### src/pport_pkg.sv
// Package with register map, field positions, modes and timing for the parallel port core.
package pport_pkg;

    localparam logic [2:0] OFF_DATA    = 3'h0;
    localparam logic [2:0] OFF_STATUS  = 3'h1;
    localparam logic [2:0] OFF_CONTROL = 3'h2;
    localparam logic [2:0] OFF_EADDR   = 3'h3;
    localparam logic [2:0] OFF_EDATA0  = 3'h4;
    localparam logic [2:0] OFF_EDATA3  = 3'h7;

    localparam int ST_TIMEOUT  = 0;
    localparam int ST_FAULT    = 3;
    localparam int ST_ONLINE   = 4;
    localparam int ST_PAPER    = 5;
    localparam int ST_ACCEPT   = 6;
    localparam int ST_READY    = 7;

    localparam int CT_STROBE   = 0;
    localparam int CT_FEED     = 1;
    localparam int CT_INIT     = 2;
    localparam int CT_SELECT   = 3;
    localparam int CT_IRQ_EN   = 4;
    localparam int CT_DIR      = 5;

    localparam logic [7:0] DATA_RESET    = 8'h00;
    localparam logic [5:0] CONTROL_RESET = 6'h00;
    localparam logic [7:0] CONTROL_MASK  = 8'h3F;

    localparam int CLK_HZ         = 25000000;
    localparam int TIMEOUT_US     = 10;
    localparam int TIMEOUT_CYCLES = (TIMEOUT_US * CLK_HZ) / 1000000;

    typedef enum logic [1:0]
    {
        MODE_PRINTER,
        MODE_BIDIR,
        MODE_ENHANCED,
        MODE_EXTENDED
    } port_mode_e;

    typedef struct packed
    {
        logic fault_input_n;
        logic online;
        logic paper_out;
        logic char_accept_n;
        logic busy;
    } cable_status_s;

    // Idle cable levels: accept high, every other status line low.
    localparam cable_status_s STATUS_IDLE = 5'h02;

    typedef struct packed
    {
        logic data_strobe_out_n;
        logic line_feed_out_n;
        logic peripheral_init_n;
        logic peripheral_select_out_n;
    } cable_control_s;

endpackage : pport_pkg

### src/printer_port_register_core.sv
// Register, APB slave and cable pin logic of the printer-style parallel port.
//
// How it works
// [RL1] Eight byte registers: data, status, control, address, four enhanced data ports.
// [RL2] Enhanced address and data ports answer only in enhanced mode.
// [RL3] Data latch clears on reset, takes host writes, drives cable lines uninverted.
// [RL4] Printer mode data read returns live cable line levels.
// [RL5] Status value is held steady through the whole read transfer.
// [RL6] Status bit 0 flags a ten microsecond enhanced bus timeout.
// [RL7] Timeout flag clears after status read, or on write of one, by selection.
// [RL8] Reset always clears the timeout flag.
// [RL9] Status bits 1 and 2 always read zero.
// [RL10] Status bits 3 to 6 show fault, online, paper and accept inputs uninverted.
// [RL11] Status bit 7 shows busy input inverted.
// [RL12] Reset clears control bits 0 to 5; bits 6 and 7 stay zero.
// [RL13] Control bits 0 and 1 drive strobe and line feed outputs inverted.
// [RL14] Control bit 2 drives the init output directly.
// [RL15] Control bit 3 drives the select output inverted.
// [RL16] Interrupt enable lets a rising accept edge raise the interrupt request.
// [RL17] Control bit 5 sets direction except in printer mode, always output.
// [RL18] Status register is writable only in enhanced mode.
// [RL19] Peripheral pulls accept low after taking a character.
// [RL20] Peripheral holds busy high while unable to accept a character.
// [RL21] Enhanced watchdog expiry aborts the cycle and sets the timeout flag.
// [RL22] Timeout-clear selection and port mode come in as configuration inputs.
//
// Design decision made here: the APB interface to the registers.
`timescale 1ns/1ns

module printer_port_register_core
#(
    parameter int TIMEOUT_CYCLES = pport_pkg::TIMEOUT_CYCLES
)
(
    // Clock and reset.
    input  wire logic                      pclk,
    input  wire logic                      presetn,
    // APB slave.
    input  wire logic                      psel,
    input  wire logic                      penable,
    input  wire logic                      pwrite,
    input  wire logic [31:0]               paddr,
    input  wire logic [31:0]               pwdata,
    output logic      [31:0]               prdata,
    output logic                           pready,
    output logic                           pslverr,
    // Configuration.
    input  wire pport_pkg::port_mode_e     port_mode,
    input  wire logic                      timeout_clear_select,
    // Enhanced cycle watchdog.
    input  wire logic                      enhanced_cycle_active,
    output logic                           enhanced_cycle_abort,
    // Cable data lines, three-signal form, enable low while driving.
    input  wire logic [7:0]                cable_data_lines_in,
    output logic      [7:0]                cable_data_lines_out,
    output logic                           cable_data_lines_oe_n,
    // Cable status and control lines.
    input  wire pport_pkg::cable_status_s  cable_status,
    output pport_pkg::cable_control_s      cable_control,
    // Interrupt request.
    output logic                           port_irq
);

    logic [7:0]                parallel_data_latch;
    logic [5:0]                cable_line_control;
    logic                      bus_timeout_flag;
    logic [7:0]                status_hold;
    logic                      status_held;
    logic [7:0]                enhanced_ports [5];
    pport_pkg::cable_status_s  status_meta;
    pport_pkg::cable_status_s  status_sync;
    logic [7:0]                data_meta;
    logic [7:0]                data_sync;
    logic                      accept_prev;
    logic [$clog2(TIMEOUT_CYCLES + 1)-1:0] watchdog;
    logic [7:0]                next_status;
    logic [7:0]                next_rdata;
    logic                      next_slverr;
    logic [2:0]                reg_off;
    logic                      enhanced_mode;
    logic                      access;
    logic                      wr;
    logic                      rd;
    logic                      mapped;
    logic                      timeout_hit;
    logic                      drive_out;

    assign reg_off       = paddr[4:2];
    assign enhanced_mode = (port_mode == pport_pkg::MODE_ENHANCED);
    assign access        = psel && penable;
    assign wr            = access && pwrite && mapped;
    assign rd            = access && !pwrite && mapped;
    assign mapped        = (paddr[31:5] == 27'h0) && (paddr[1:0] == 2'h0)
                           && (reg_off < pport_pkg::OFF_EADDR || enhanced_mode); // [RL1] [RL2]
    assign timeout_hit   = enhanced_mode && enhanced_cycle_active
                           && (watchdog == ($bits(watchdog))'(TIMEOUT_CYCLES));

    // Cable inputs come from another domain, so two flops before use.
    // Reset loads the idle cable levels, so no false accept edge follows release.
    always_ff @(posedge pclk or negedge presetn)
    begin
        if (!presetn)
        begin
            status_meta <= pport_pkg::STATUS_IDLE;
            status_sync <= pport_pkg::STATUS_IDLE;
        end
        else
        begin
            status_meta <= cable_status;
            status_sync <= status_meta;
        end
    end

    always_ff @(posedge pclk or negedge presetn)
    begin
        if (!presetn)
        begin
            data_meta <= 8'h00;
            data_sync <= 8'h00;
        end
        else
        begin
            data_meta <= cable_data_lines_in;
            data_sync <= data_meta;
        end
    end

    always_comb
    begin
        next_status = 8'h00; // [RL9]
        next_status[pport_pkg::ST_TIMEOUT] = bus_timeout_flag; // [RL6]
        next_status[pport_pkg::ST_FAULT]   = status_sync.fault_input_n; // [RL10]
        next_status[pport_pkg::ST_ONLINE]  = status_sync.online; // [RL10]
        next_status[pport_pkg::ST_PAPER]   = status_sync.paper_out; // [RL10]
        next_status[pport_pkg::ST_ACCEPT]  = status_sync.char_accept_n; // [RL10]
        next_status[pport_pkg::ST_READY]   = !status_sync.busy; // [RL11] [RL20]
    end

    // Snapshot taken at setup so the value cannot shift under the host mid-read.
    always_ff @(posedge pclk or negedge presetn)
    begin
        if (!presetn)
        begin
            status_hold <= 8'h00;
            status_held <= 1'b0;
        end
        else if (psel && !penable)
        begin
            status_hold <= next_status; // [RL5]
            status_held <= 1'b1;
        end
        // Dropping the snapshot at the access edge keeps back-to-back reads fresh.
        else if (!psel || penable)
        begin
            status_held <= 1'b0;
        end
    end

    always_ff @(posedge pclk or negedge presetn)
    begin
        if (!presetn)
        begin
            parallel_data_latch <= pport_pkg::DATA_RESET; // [RL3]
        end
        else if (wr && reg_off == pport_pkg::OFF_DATA)
        begin
            parallel_data_latch <= pwdata[7:0]; // [RL3]
        end
        // Enhanced port writes also land here, so the byte reaches the cable lines.
        else if (wr && reg_off >= pport_pkg::OFF_EADDR)
        begin
            parallel_data_latch <= pwdata[7:0];
        end
    end

    always_ff @(posedge pclk or negedge presetn)
    begin
        if (!presetn)
        begin
            cable_line_control <= pport_pkg::CONTROL_RESET; // [RL12]
        end
        // Bits 6 and 7 have no storage, so they ignore writes and read as zero.
        else if (wr && reg_off == pport_pkg::OFF_CONTROL)
        begin
            cable_line_control <= pwdata[5:0]; // [RL12]
        end
    end

    genvar g;
    generate
        for (g = 0; g < 5; g++)
        begin : g_enh
            always_ff @(posedge pclk or negedge presetn)
            begin
                if (!presetn)
                begin
                    enhanced_ports[g] <= 8'h00;
                end
                else if (wr && reg_off == pport_pkg::OFF_EADDR + 3'(g))
                begin
                    enhanced_ports[g] <= pwdata[7:0]; // [RL2]
                end
            end
        end
    endgenerate

    // Watchdog counts while an enhanced cycle is open; expiry aborts it.
    always_ff @(posedge pclk or negedge presetn)
    begin
        if (!presetn)
        begin
            watchdog <= '0;
        end
        else if (!enhanced_cycle_active || timeout_hit)
        begin
            watchdog <= '0;
        end
        else
        begin
            watchdog <= watchdog + 1'b1;
        end
    end

    // The abort is a one-cycle pulse; the sequencer outside ends its cycle on it.
    always_ff @(posedge pclk or negedge presetn)
    begin
        if (!presetn)
        begin
            enhanced_cycle_abort <= 1'b0;
        end
        else
        begin
            enhanced_cycle_abort <= timeout_hit; // [RL21]
        end
    end

    // Set wins over any clear landing in the same cycle.
    always_ff @(posedge pclk or negedge presetn)
    begin
        if (!presetn)
        begin
            bus_timeout_flag <= 1'b0; // [RL8]
        end
        else if (timeout_hit)
        begin
            bus_timeout_flag <= 1'b1; // [RL6] [RL21]
        end
        else if (!timeout_clear_select && rd && reg_off == pport_pkg::OFF_STATUS)
        begin
            bus_timeout_flag <= 1'b0; // [RL7] [RL22]
        end
        else if (timeout_clear_select && enhanced_mode && wr
                 && reg_off == pport_pkg::OFF_STATUS && pwdata[pport_pkg::ST_TIMEOUT])
        begin
            bus_timeout_flag <= 1'b0; // [RL7] [RL18]
        end
    end

    always_comb
    begin
        next_rdata  = 8'h00;
        next_slverr = !mapped;
        unique case (reg_off)
            pport_pkg::OFF_DATA:
            begin
                next_rdata = (port_mode == pport_pkg::MODE_PRINTER) ? data_sync
                             : (drive_out ? parallel_data_latch : data_sync); // [RL4]
            end
            pport_pkg::OFF_STATUS:
            begin
                next_rdata = status_held ? status_hold : next_status; // [RL5]
            end
            pport_pkg::OFF_CONTROL:
            begin
                next_rdata = {2'h0, cable_line_control} & pport_pkg::CONTROL_MASK; // [RL12]
            end
            // Offsets 3 to 7 map onto the five enhanced entries, address port first.
            default:
            begin
                next_rdata = enhanced_ports[reg_off - pport_pkg::OFF_EADDR];
            end
        endcase
        if (!mapped)
        begin
            next_rdata = 8'h00;
        end
    end

    // Answer in the first access cycle: pready is high throughout, no wait states.
    always_ff @(posedge pclk or negedge presetn)
    begin
        if (!presetn)
        begin
            pready <= 1'b0;
        end
        else
        begin
            pready <= 1'b1;
        end
    end

    // The error is loaded at setup, so it stands for exactly the access cycle.
    always_ff @(posedge pclk or negedge presetn)
    begin
        if (!presetn)
        begin
            pslverr <= 1'b0;
        end
        else
        begin
            pslverr <= psel && !penable && next_slverr; // [RL2]
        end
    end

    // Read data is loaded at setup and stands until the next read setup.
    always_ff @(posedge pclk or negedge presetn)
    begin
        if (!presetn)
        begin
            prdata <= 32'h0000_0000;
        end
        else if (psel && !penable && !pwrite)
        begin
            prdata <= {24'h00_0000, next_rdata}; // [RL5]
        end
    end

    // Printer mode ignores the direction bit, so the lines never float there.
    assign drive_out = (port_mode == pport_pkg::MODE_PRINTER)
                       || !cable_line_control[pport_pkg::CT_DIR]; // [RL17]

    always_ff @(posedge pclk or negedge presetn)
    begin
        if (!presetn)
        begin
            cable_data_lines_out  <= 8'h00;
            cable_data_lines_oe_n <= 1'b0;
        end
        else
        begin
            cable_data_lines_out  <= parallel_data_latch; // [RL3]
            cable_data_lines_oe_n <= !drive_out; // [RL17]
        end
    end

    always_ff @(posedge pclk or negedge presetn)
    begin
        if (!presetn)
        begin
            cable_control <= '{1'b1, 1'b1, 1'b0, 1'b1};
        end
        else
        begin
            cable_control.data_strobe_out_n <= !cable_line_control[pport_pkg::CT_STROBE]; // [RL13]
            cable_control.line_feed_out_n   <= !cable_line_control[pport_pkg::CT_FEED]; // [RL13]
            cable_control.peripheral_init_n <= cable_line_control[pport_pkg::CT_INIT]; // [RL14]
            cable_control.peripheral_select_out_n
                <= !cable_line_control[pport_pkg::CT_SELECT]; // [RL15]
        end
    end

    // Reset loads the idle accept level, so the edge detector sees no step at release.
    always_ff @(posedge pclk or negedge presetn)
    begin
        if (!presetn)
        begin
            accept_prev <= 1'b1;
            port_irq    <= 1'b0;
        end
        else
        begin
            accept_prev <= status_sync.char_accept_n;
            port_irq    <= cable_line_control[pport_pkg::CT_IRQ_EN]
                           && status_sync.char_accept_n && !accept_prev; // [RL16] [RL19]
        end
    end

endmodule : printer_port_register_core

### config.mk
export PLATFORM = sky130hd
export DESIGN_NAME = printer_port_register_core
export DESIGN_NICKNAME = d
export VERILOG_FILES = /design/src/pport_pkg.sv /design/src/printer_port_register_core.sv
export SDC_FILE = /design/constraint.sdc
export NUM_CORES = 1
export LEC_CHECK = 0
export ABC_AREA = 1
export BUFFER_PORTS_ARGS = -buffer_cell sky130_fd_sc_hd__buf_4
export CORE_MARGIN = 1.5
export CORE_UTILIZATION = 53
export DETAILED_ROUTE_END_ITERATION = 6
export MAX_ROUTING_LAYER = met4
export PLACE_DENSITY = 0.8
export SLEW_MARGIN = 25
export SYNTH_ARGS = -nofsm -noshare
export SYNTH_HDL_FRONTEND = slang
export SYNTH_SLANG_ARGS = --single-unit
### constraint.sdc
create_clock -name pclk -period 1.5 [get_ports pclk]
set_input_delay 0.075 -clock pclk [delete_from_list [all_inputs] [get_ports pclk]]
set_output_delay 0.075 -clock pclk [all_outputs]
set_load 0.01 [all_outputs]
======== Word level (Yosys, flattened, before mapping) ========
Cells that the tools add are included.
storage, ports and cells
  output and inout port bits .............. 49
  RAM bits ................................ 0
  logic and storage cells ................. 118
  ROM bits ................................ 0
  memories kept ........................... 0
  input bits .............................. 86
  latch bits .............................. 0
  bits in registers ....................... 122
cells by class
  equal/unequal tests ..................... 9
  multiply operators ...................... 0
  $add $sub $neg .......................... 2
  bitwise operators ....................... 1
  shifts and indexed selects .............. 0
  muxes and demuxes ....................... 16
  order comparisons ....................... 3
  reductions and logical operators ........ 52
  divide/modulo/power cells ............... 0
operator list
  kind                                                                                  number
  8-bit 2-to-1 mux                                                                      9
  1-bit logical AND                                                                     28
  27-bit zero test                                                                      1
  8-bit binary-select mux with 3-bit select                                             1
  8-bit one-hot mux with 3 select lines                                                 1
  1-bit zero test                                                                       13
  3-bit equality test (second input constant)                                           4
  8-bit by 1-bit adder with 8-bit output (second input constant)                        1
  8-bit equality test (second input constant)                                           1
  3-bit by 2-bit equality test with 1-bit output (second input constant)                2
  1-bit 2-to-1 mux                                                                      5
  4-bit greater-or-equal comparator (second input constant)                             1
  2-bit zero test                                                                       2
  1-bit logical OR                                                                      4
  3-bit inverter with 4-bit output                                                      1
  2-bit nonzero test                                                                    2
  3-bit by 1-bit equality test with 1-bit output (second input constant)                1
  3-bit by 2-bit greater-or-equal comparator with 1-bit output (second input constant)  1
  3-bit zero test                                                                       1
  3-bit by 2-bit less-than comparator with 1-bit output (second input constant)         1
  3-bit nonzero test                                                                    1
  3-bit by 2-bit subtractor with 3-bit output (second input constant)                   1
  2-bit equality test (second input constant)                                           1

======== Depth between registers and ports, before layout ========
Gate-level depths: netlist of run 1.
  word-level depth ........................ 10
  depth in mapped cells ................... 13

======== Worst setup path after synthesis of run 1 ========
No wires, ideal clock.
  path type ............................... input-to-reg
  from .................................... in paddr[2]
  to ...................................... reg prdata[0]
  setup slack ............................. -0.295 ns
  arrival ................................. 1.713 ns
  required time ........................... 1.417 ns
  library setup time ...................... 0.083 ns
  buffers on the path ..................... 2
  cell stages on the path ................. 11
  cells stage by stage .................... inv_1 > buf_1 > ha_1 > buf_2 > inv_1 > nand2_1 > nor2_1 > a21oi_1 > nand2_1 > o21ai_0 > o21ai_0
between the ends
  cells in the longest elaborated chain, start to end .. 7
  elaborated cells on any way between the ends .. 13
  classes of those cells .................. add/sub: 1; order compare: 1; eq/ne: 2; mux: 5; bitwise: 1; reduce/logical: 3
RTL lines
  what                                                    RTL line                           text
  from (decl)                                             printer_port_register_core.sv:42   input wire logic [31:0] paddr,
  3-bit by 2-bit subtractor with 3-bit output             printer_port_register_core.sv:280  next_rdata = enhanced_ports[reg_off - pport_pkg::OFF_EADDR];
  3-bit inverter with 4-bit output (implied by the code)  printer_port_register_core.sv:280
  8-bit binary-select mux with 3-bit select               printer_port_register_core.sv:280
  8-bit 2-to-1 mux (implied by the code) (2 in series)    printer_port_register_core.sv:280
  8-bit one-hot mux with 3 select lines                   printer_port_register_core.sv:263  unique case (reg_off)
  8-bit 2-to-1 mux *                                      printer_port_register_core.sv:283  if (!mapped)
  to (signal assigned)                                    printer_port_register_core.sv:324  prdata <= {24'h00_0000, next_rdata};
  to (decl)                                               printer_port_register_core.sv:44   output logic [31:0] prdata,
Every way passes the cells marked *; elsewhere a longest branch is shown, timed or not. The select of a mux whose other input is x is not followed.
A chain may end at the register's enable or synchronous reset.

======== Worst setup path after layout of run 1 ========
  from .................................... in port_mode[0]
  to ...................................... reg enhanced_ports[4] (netlist bit)
between the ends
  cells in the longest elaborated chain, start to end .. 5
RTL lines
  what                             RTL line                           text
  from (decl)                      printer_port_register_core.sv:48   input wire pport_pkg::port_mode_e port_mode,
  2-bit equality test              printer_port_register_core.sv:89   assign enhanced_mode = (port_mode == pport_pkg::MODE_ENHANCED);
  1-bit logical OR                 printer_port_register_core.sv:94   && (reg_off < pport_pkg::OFF_EADDR || enhanced_mode);
  1-bit logical AND                printer_port_register_core.sv:94
  1-bit logical AND                printer_port_register_core.sv:91   assign wr = access && pwrite && mapped;
  1-bit logical AND                printer_port_register_core.sv:199  else if (wr && reg_off == pport_pkg::OFF_EADDR + 3'(g))
  to (signal, indexed assignment)  printer_port_register_core.sv:201  enhanced_ports[g] <= pwdata[7:0];
  to (decl)                        printer_port_register_core.sv:69   logic [7:0] enhanced_ports [5];
No other way between the ends.

==> results_dict.tcl, run 1 <==
set metrics [dict create \
    syn_inst 585 \
    r2r_start "cable_line_control[5]" \
    min_path_type "in -> async" \
    status "complete, no violations" \
    power.leakage_nw 3.52 \
    start_kind "input port" \
    dp.cells 810 \
    drive_gt1_share_pct 25.7 \
    cp.required_ps 1900 \
    hold_violations 0 \
    synth_seq_cells 122 \
    synth_area_um2 5380 \
    endpoint_kind "register" \
    gp_congestion 0.911 \
    numClockSinks 122 \
    synthFlopType "dfrtp_1" \
    via_count 4775 \
    root_buffer "clkbuf_8" \
    postRouteAntennaNets 0 \
    start_util_pct 54.8 \
    grtUsageMet2_pct 45.5 \
    cpPeakStageDelay_ps 540 \
    yosysWarnings 0 \
    crit_top_cell "nand2_2" \
    overflow 0 \
    tightest_slew_ps 566 \
    antenna_found_initial 0 \
    drtPass1Iterations 5 \
    fin_crit_sh_pct 97.3 \
    die_x_um 104 \
    hpwl_um 8750 \
    viasPerCell 5.40 \
    cts_tree "built" \
    rsz0062_at_grt "true" \
    reg2regPathDepth 8 \
    path_cells "dlygate4sd3_1, buf_4, inv_2, nand2_2, nand2_2, nand3_2, nor2_4, buf_12, nand3_4, buf_6, nand2_1, o21ai_0" \
    syn_avg_cell_area_um2 9.20 \
    numPortBuffers 86 \
    slew_headroom_pct 62.3 \
    cellPowerDensity_nw_per_um2 1080 \
    die_area_um2 10800 \
    top_usage_layer "met2" \
    grt_pass1_vias 4750 \
    fmax_mhz 685 \
    peakVddDrop_uv 562 \
    grt_pass1_wl_um 22600 \
    insertion_delay_ps 530 \
    synthArstFlopShare_pct 100 \
    wire_per_inst_um 16.8 \
    core_area_um2 9820 \
    nets 832 \
    n_fill_cell 617 \
    cts_max_level 4 \
    path_clk_slew_ps 60 \
    met3_usage_pct 6.48 \
    use_met1_pct 31.9 \
    seq_area_frac_synth_pct 56.9 \
    worstPathArrival_ps 1850 \
    critPathSlowestCell "dlygate4sd3_1" \
    path_class "in -> reg" \
    cts_made_buffers 17 \
    finClkSkew_ps 8.51 \
    rows 36 \
    syn_to_final_growth_pct 34.5 \
    diodes 0 \
    fin_cells 884 \
    ios 135 \
    initialDrtViolationCount 446 \
    period_needed_ps 1460 \
    ys_types 32 \
    grt_max_degree 42 \
    synth_edf_count 0 \
    grt.total_usage_pct 28.1 \
    setup_viol 0 \
    drt-total-wl_um 14900 \
    die_h_um 104 \
    drv_cap 0 \
    hold_ws_ps 82.5 \
    clock_path_buffers 2 \
    worstPathMaxFanout 10 \
    critPathTopFamily "buffers and inverters" \
    r2r_end "prdata[3]" \
    reg2reg_slack_ps 60 \
    slew_violations 0 \
    drc 0 \
    crit_buf_inv 5 \
]
-- logic make-up after synthesis --
group	Yosys count	synth area share, %
simple gates	260	21.3
flops	122	56.9
compound gates	100	10.0
buf+inv	88	8.95
fa+ha+maj	8	1.86
xor+xnor	5	0.814
other cells	2	0.140
-- registers in the layout, indices dropped and copies added, names as in the netlist, 4 cells and up --
name and flops:
status_meta 5, data_sync 8, enhanced_ports 40, cable_control 4, prdata 8, status_hold 6, watchdog 8, next_status 4
parallel_data_latch 8, cable_line_control 6, cable_data_lines_out 8, data_meta 8
-- placed cells by master, fill, tap and decap left out, drive strengths merged, types with 6 or more instances in the layout --
cell	count
a21oi	17
dfstp	6
o21ai	79
clkinv	6
nor2	54
nand2	155
buf	113
clkinvlp	7
dfrtp	116
inv	49
clkbuf	21
nand3	46
conb	25
ha	8
dlygate4sd3	31
-- worst max path at each step --
stage                     cells past startpoint                end                   from
after global routing                          9          prdata[7]  cable_line_control[5]
final                                        12  enhanced_ports[4]           port_mode[0]
after CTS                                    12  enhanced_ports[2]           port_mode[0]
after floorplan                              11          prdata[0]               paddr[2]
after global placement                        9          prdata[0]               paddr[2]
after detailed placement                      9          prdata[2]               paddr[2]
-- per-layer routing --
layer	routed length [um]	vias up
met3	1190	59
li1	-	2162
met5	0	-
met4	634	0
met1	5530	2277
met2	7500	277
-- power breakdown --
| group | switching (mW) | internal, mW | leakage (nW) | total, mW |
|---|---|---|---|---|
| clock network | 1.51 | 2.17 | 0.256 | 3.68 |
| logic | 0.429 | 0.307 | 1.65 | 0.736 |
| registers | 0.0398 | 3.36 | 1.61 | 3.40 |
| total | 1.98 | 5.84 | 3.52 | 7.82 |
-- cells in the mapped netlist (7+ instances only) --
cell type	n	area [um^2]
nand3_1	35	175
o21ai_0	38	190
a21oi_1	17	85.1
dfrtp_1	116	2900
ha_1	8	100
nand2_1	155	582
inv_1	46	173
nor2_1	52	195
o21ai_1	33	165
buf_4	25	188
buf_6	7	78.8
o21ai_2	8	70.1
-- final cells by class --
cell class / count / area (um^2) / area share (%)
sequential: 122 / 3060 / 42.3
tap: 133 / 166 / 2.30
multi-input combinational: 402 / 2040 / 28.1
clock buffer: 20 / 455 / 6.30
timing repair inverter: 1 / 7.51 / 0.104
timing repair buffer: 145 / 1230 / 17.0
clock inverter: 12 / 91.3 / 1.26
inverter: 49 / 188 / 2.59
-- per-stage QoR --
step | area (um^2) | setup WS [ps] | util [%] | power (mW) | TNS, ps
2_1_floorplan | 5480 | 21.5 | - | 3.77 | 0
3_3_place_gp | 6190 | -34.3 | 63.0 | 4.05 | -69.5
3_5_place_dp | 6190 | -161 | 63.0 | 4.07 | -551
4_1_cts | 7050 | 52.2 | 71.8 | 7.78 | 0
5_1_grt | 7230 | -22.6 | 73.7 | 8.09 | -68.8
6_report | 7230 | 40.8 | 73.7 | 7.82 | 0
-- timing repair --
item | CTS | global route
hold buffers | 31 | 0
hold endpoints to repair | 175 | 0
resized for setup | 0 | 30
setup endpoints to repair | 0 | 42
setup buffers | 0 | 4
Power figures use the tool's default switching activity.
==> run 2: changes to the inputs <==
--- a/config.mk
+++ b/config.mk
@@ -6,7 +6,7 @@
 export NUM_CORES = 1
 export LEC_CHECK = 0
 export ABC_AREA = 1
-export BUFFER_PORTS_ARGS = -buffer_cell sky130_fd_sc_hd__buf_4
+export BUFFER_PORTS_ARGS = -buffer_cell sky130_fd_sc_hd__buf_2
 export CORE_MARGIN = 1.5
 export CORE_UTILIZATION = 53
 export DETAILED_ROUTE_END_ITERATION = 6
==> run 2 against run 1 <==
Net effect:
- sequential cell count unchanged
- combinational power down 8.0%
- worst hold slack worse by 80 ps
- maximum frequency up 1.9%
- non-clock buffer count decreased by 4
- sequential power barely moved
- count of clock-buffer cells in the layout increased by 5
- via count decreased by 5.7%
- power is 0.87% higher
- clock skew grew 4.0 ps
- wire length down 11%
- critical path depth decreased by 4
==> results_dict.tcl, run 2 (same netlist as run 1, synthesis figures left out) <==
set metrics [dict create \
    cts_made_buffers 17 \
    syn_to_final_growth_pct 28.3 \
    drc 0 \
    gp_congestion 0.852 \
    regArea_um2 3060 \
    fin_cells 874 \
    diodes 0 \
    power.leakage_nw 3.47 \
    endpoint_kind "register" \
    cts_max_level 4 \
    rsz0062_at_grt "true" \
    reg2reg_slack_ps 70 \
    core_area_um2 9820 \
    rows 36 \
    grt_pass1_wl_um 21900 \
    final_util_pct 70.3 \
    insertion_delay_ps 520 \
    root_buffer "clkbuf_8" \
    path_clk_slew_ps 60 \
    largest_register_ffs 40 \
    reg2regPathDepth 8 \
    cts_tree "built" \
    cellPowerDensity_nw_per_um2 1140 \
    n_fill_cell 695 \
    top_register "enhanced_ports" \
    r2r_end "prdata[4]" \
    cp.required_ps 1900 \
    nets 823 \
    slew_violations 0 \
    hold_violations 0 \
    placed_area_um2 5990 \
    peakVddDrop_uv 625 \
    die_area_um2 10800 \
    final_common_cell "nand2_1" \
    numPortBuffers 86 \
    dp.cells 809 \
    wire_per_inst_um 15.1 \
    min_path_type "in -> async" \
    postRouteAntennaNets 0 \
    overflow 0 \
    r2r_start "cable_line_control[5]" \
    drt-total-wl_um 13200 \
    worstPathArrival_ps 1830 \
    fin_crit_sh_pct 95.4 \
    die_h_um 104 \
    die_x_um 104 \
    path_class "reg -> reg" \
    initialDrtViolationCount 278 \
    period_needed_ps 1430 \
    clock_path_buffers 2 \
    antenna_found_initial 0 \
    worstPathMaxFanout 9 \
    grt_pass1_vias 4540 \
    grt_max_degree 60 \
    viasPerCell 5.15 \
    mostFrequentLayoutCells "nand2_1 (153), dfrtp_1 (116), buf_2 (85)" \
    grt.total_usage_pct 27.0 \
    setup_viol 0 \
    multi_input_area_um2 1940 \
    hpwl_um 8560 \
    numClockSinks 122 \
    drtPass1Iterations 5 \
    start_util_pct 54.8 \
    fin_area_um2 6910 \
    status "complete, no violations" \
    drive_gt1_share_pct 23.2 \
    fmax_mhz 698 \
    ios 135 \
    drv_cap 0 \
    via_count 4503 \
    start_kind "register" \
    finClkSkew_ps 12.5 \
]
-- run 2: metal layers --
| layer | part of all wire (%) | track usage, % | wire [um] |
|---|---|---|---|
| met5 | 0 | - | 0 |
| met4 | 2.7 | 12.1 | 361 |
| met3 | 6.5 | 7.99 | 855 |
| met2 | 51 | 44.6 | 6780 |
| met1 | 39 | 30.4 | 5190 |
-- run 2: what timing repair did --
action                                  CTS  global route
setup buffers                             0             4
hold endpoints to repair                181             0
resized for setup                         0            12
hold buffers                             30             0
endpoints found under the setup margin    0            18
-- run 2: critical path: stages, from the launching register on --
cell and delay (ps):
dfrtp_1 420, inv_1 90, o21ai_0 80, buf_4 150
buf_4 160, o21ai_0 140, nor2_1 50, o21ai_1 150
o21ai_1 70
-- run 2: worst max path at each step --
stage	end	start	cells after the start	slack (ps)
2_1_floorplan	prdata[0]	paddr[2]	11	20
3_3_place_gp	prdata[0]	paddr[2]	9	-50
3_5_place_dp	prdata[0]	paddr[2]	9	-160
4_1_cts	prdata[6]	cable_line_control[5]	10	40
5_1_grt	prdata[6]	cable_line_control[5]	10	-50
6_report	prdata[4]	cable_line_control[5]	8	70
-- run 2: report_power, final --
| part | internal (mW) | switching (mW) | total, mW |
|---|---|---|---|
| clock | 2.44 | 1.36 | 3.81 |
| sequential | 3.36 | 0.0375 | 3.40 |
| combinational | 0.269 | 0.408 | 0.677 |
-- run 2: area by class of cell --
type                            count  area share [%]
Sequential cell                   122            44.3
Clock buffer                       25            7.30
Inverter                           49            2.72
Timing Repair Buffer              141            14.3
Tap cell                          133            2.41
Multi-Input combinational cell    398            28.1
Clock inverter                      6           0.888
-- run 2: metrics by stage --
stage / hold slack [ps] / TNS [ps] / worst slack, ps / power [mW]
2_1_floorplan: -221 / 0 / 21.5 / 3.77
4_1_cts: 4.78 / 0 / 39.0 / 7.90
3_5_place_dp: 3.28 / -708 / -163 / 4.04
5_1_grt: 23.7 / -213 / -53.6 / 8.17
3_3_place_gp: -0.245 / -148 / -52.0 / 4.02
6_report: 2.14 / 0 / 68.3 / 7.88
==> run 3: changes to the inputs <==
--- a/config.mk
+++ b/config.mk
@@ -12,6 +12,7 @@
 export DETAILED_ROUTE_END_ITERATION = 6
 export MAX_ROUTING_LAYER = met4
 export PLACE_DENSITY = 0.8
+export SKIP_CTS_REPAIR_TIMING = 1
 export SLEW_MARGIN = 25
 export SYNTH_ARGS = -nofsm -noshare
 export SYNTH_HDL_FRONTEND = slang
==> constraint.sdc (replaced) <==
create_clock -name pclk -period 1.5 [get_ports pclk]
set_input_delay 0.075 -clock pclk [delete_from_list [all_inputs] [get_ports pclk]]
set_output_delay 0.075 -clock pclk [all_outputs]
set_load 0.005 [all_outputs]
==> run 3 against run 2 <==
Net effect:
- critical path type unchanged
- maximum frequency shrank 0.56%
- combinational power shrank 2%
- the run now ends with hold timing left
- register-to-register slack is essentially flat
- sequential power is essentially flat
- utilization shrank 0.13 points
==> results_dict.tcl, run 3 (same netlist as run 1, synthesis figures left out) <==
set metrics [dict create \
    grt_pass1_wl_um 21000 \
    path_class "reg -> reg" \
    die_x_um 104 \
    largest_register_ffs 40 \
    viasPerCell 5.16 \
    root_buffer "clkbuf_8" \
    hold_ws_ps -21.7 \
    final_common_cell "nand2_1" \
    cts_max_level 4 \
    multi_input_area_um2 1930 \
    met1_length_um 5120 \
    n_fill_cell 711 \
    die_h_um 104 \
    nets 823 \
    routed.top_layer "met4" \
    status "finished, violations left" \
    cts_tree "built" \
    setup_viol 0 \
    syn_to_final_growth_pct 28.1 \
    path_clk_slew_ps 60 \
    ios 135 \
    overflow 0 \
    power.leakage_nw 3.47 \
    hpwl_um 8560 \
    numPortBuffers 86 \
    mostFrequentLayoutCells "nand2_1 (155), dfrtp_1 (116), buf_2 (85)" \
    drc 0 \
    wl_met3_um 875 \
    drtPass1Iterations 7 \
    cts_made_buffers 17 \
    drive_gt1_share_pct 22.8 \
    initialDrtViolationCount 290 \
    rows 36 \
    route.met2.wl_um 6730 \
    cp.required_ps 1900 \
    insertion_delay_ps 520 \
    drv_cap 0 \
    hold_violations 3 \
    power.total_mw 7.88 \
    fmax_mhz 695 \
    min_path_type "in -> reg" \
    diodes 0 \
    worstPathArrival_ps 1840 \
    top_register "enhanced_ports" \
    fin_crit_sh_pct 96.0 \
    gp_congestion 0.852 \
    slew_violations 0 \
    die_area_um2 10800 \
    start_util_pct 54.8 \
    grt.total_usage_pct 25.8 \
    finClkSkew_ps 6.75 \
    cellPowerDensity_nw_per_um2 1140 \
    violations "hold timing" \
    grt_max_degree 60 \
    worstPathMaxFanout 9 \
    via_count 4513 \
    drt-total-wl_um 13200 \
    numClockSinks 122 \
    rsz0062_at_grt "true" \
    start_kind "register" \
    core_area_um2 9820 \
    grt_pass1_vias 4330 \
    endpoint_kind "register" \
    period_needed_ps 1440 \
    postRouteAntennaNets 0 \
    clock_path_buffers 2 \
    antenna_found_initial 0 \
    regArea_um2 3060 \
    wire_per_inst_um 15.1 \
    peakVddDrop_uv 627 \
]
## run 3: cell counts in the layout (fill, tap and decap cells not counted)
No cell type changed its count.
## run 3: worst paths after layout
path	cells past startpoint	slack, ps	startpoint	end
max in group asynchronous	3	880	presetn	prdata[5]
max	8	60	cable_line_control[5]	prdata[4]
min	3	-20	pwdata[4]	enhanced_ports[12]
min in group asynchronous	2	0	presetn	enhanced_ports[21]
min reg2reg	0	350	data_meta[3]	data_sync[3]
max reg2reg	8	60	cable_line_control[5]	prdata[4]
## run 3: cell type report
class                   count  area share [%]
clock buffers              25            7.32
clock inverters             6           0.889
inverters                  49            2.72
multi-input cells         398            28.0
flip-flops and latches    122            44.4
well taps                 133            2.41
repair buffers            141            14.3
## run 3: metal layers
| layer | up-vias | global-route usage, % |
|---|---|---|
| li1 | 2124 | - |
| met1 | 2146 | 29.7 |
| met2 | 195 | 42.2 |
| met3 | 48 | 7.93 |
| met4 | 0 | 10.7 |
| met5 | - | - |
## run 3: where the power goes
group / internal, mW / leakage, nW / switching, mW
clock: 2.44 / 0.280 / 1.37
sequential: 3.36 / 1.61 / 0.0376
combinational: 0.268 / 1.57 / 0.394
## run 3: through the flow
stage	std cells	util (%)	setup WS, ps	area (um^2)	setup TNS, ps
final	874	70.2	60.2	6890	0
after global routing	874	70.2	-49.0	6890	-127
after CTS	840	66.8	39.0	6560	0
after detailed placement	809	61.0	-163	5990	-708
after global placement	809	61.0	-52.0	5990	-148
after floorplan	608	-	21.5	5480	0
## run 3: critical path: stages (launching register included)
cell and delay, ps:
dfrtp_1 420, inv_1 90, o21ai_0 80, buf_4 150
buf_4 160, o21ai_0 140, nor2_1 60, o21ai_1 150
o21ai_1 70
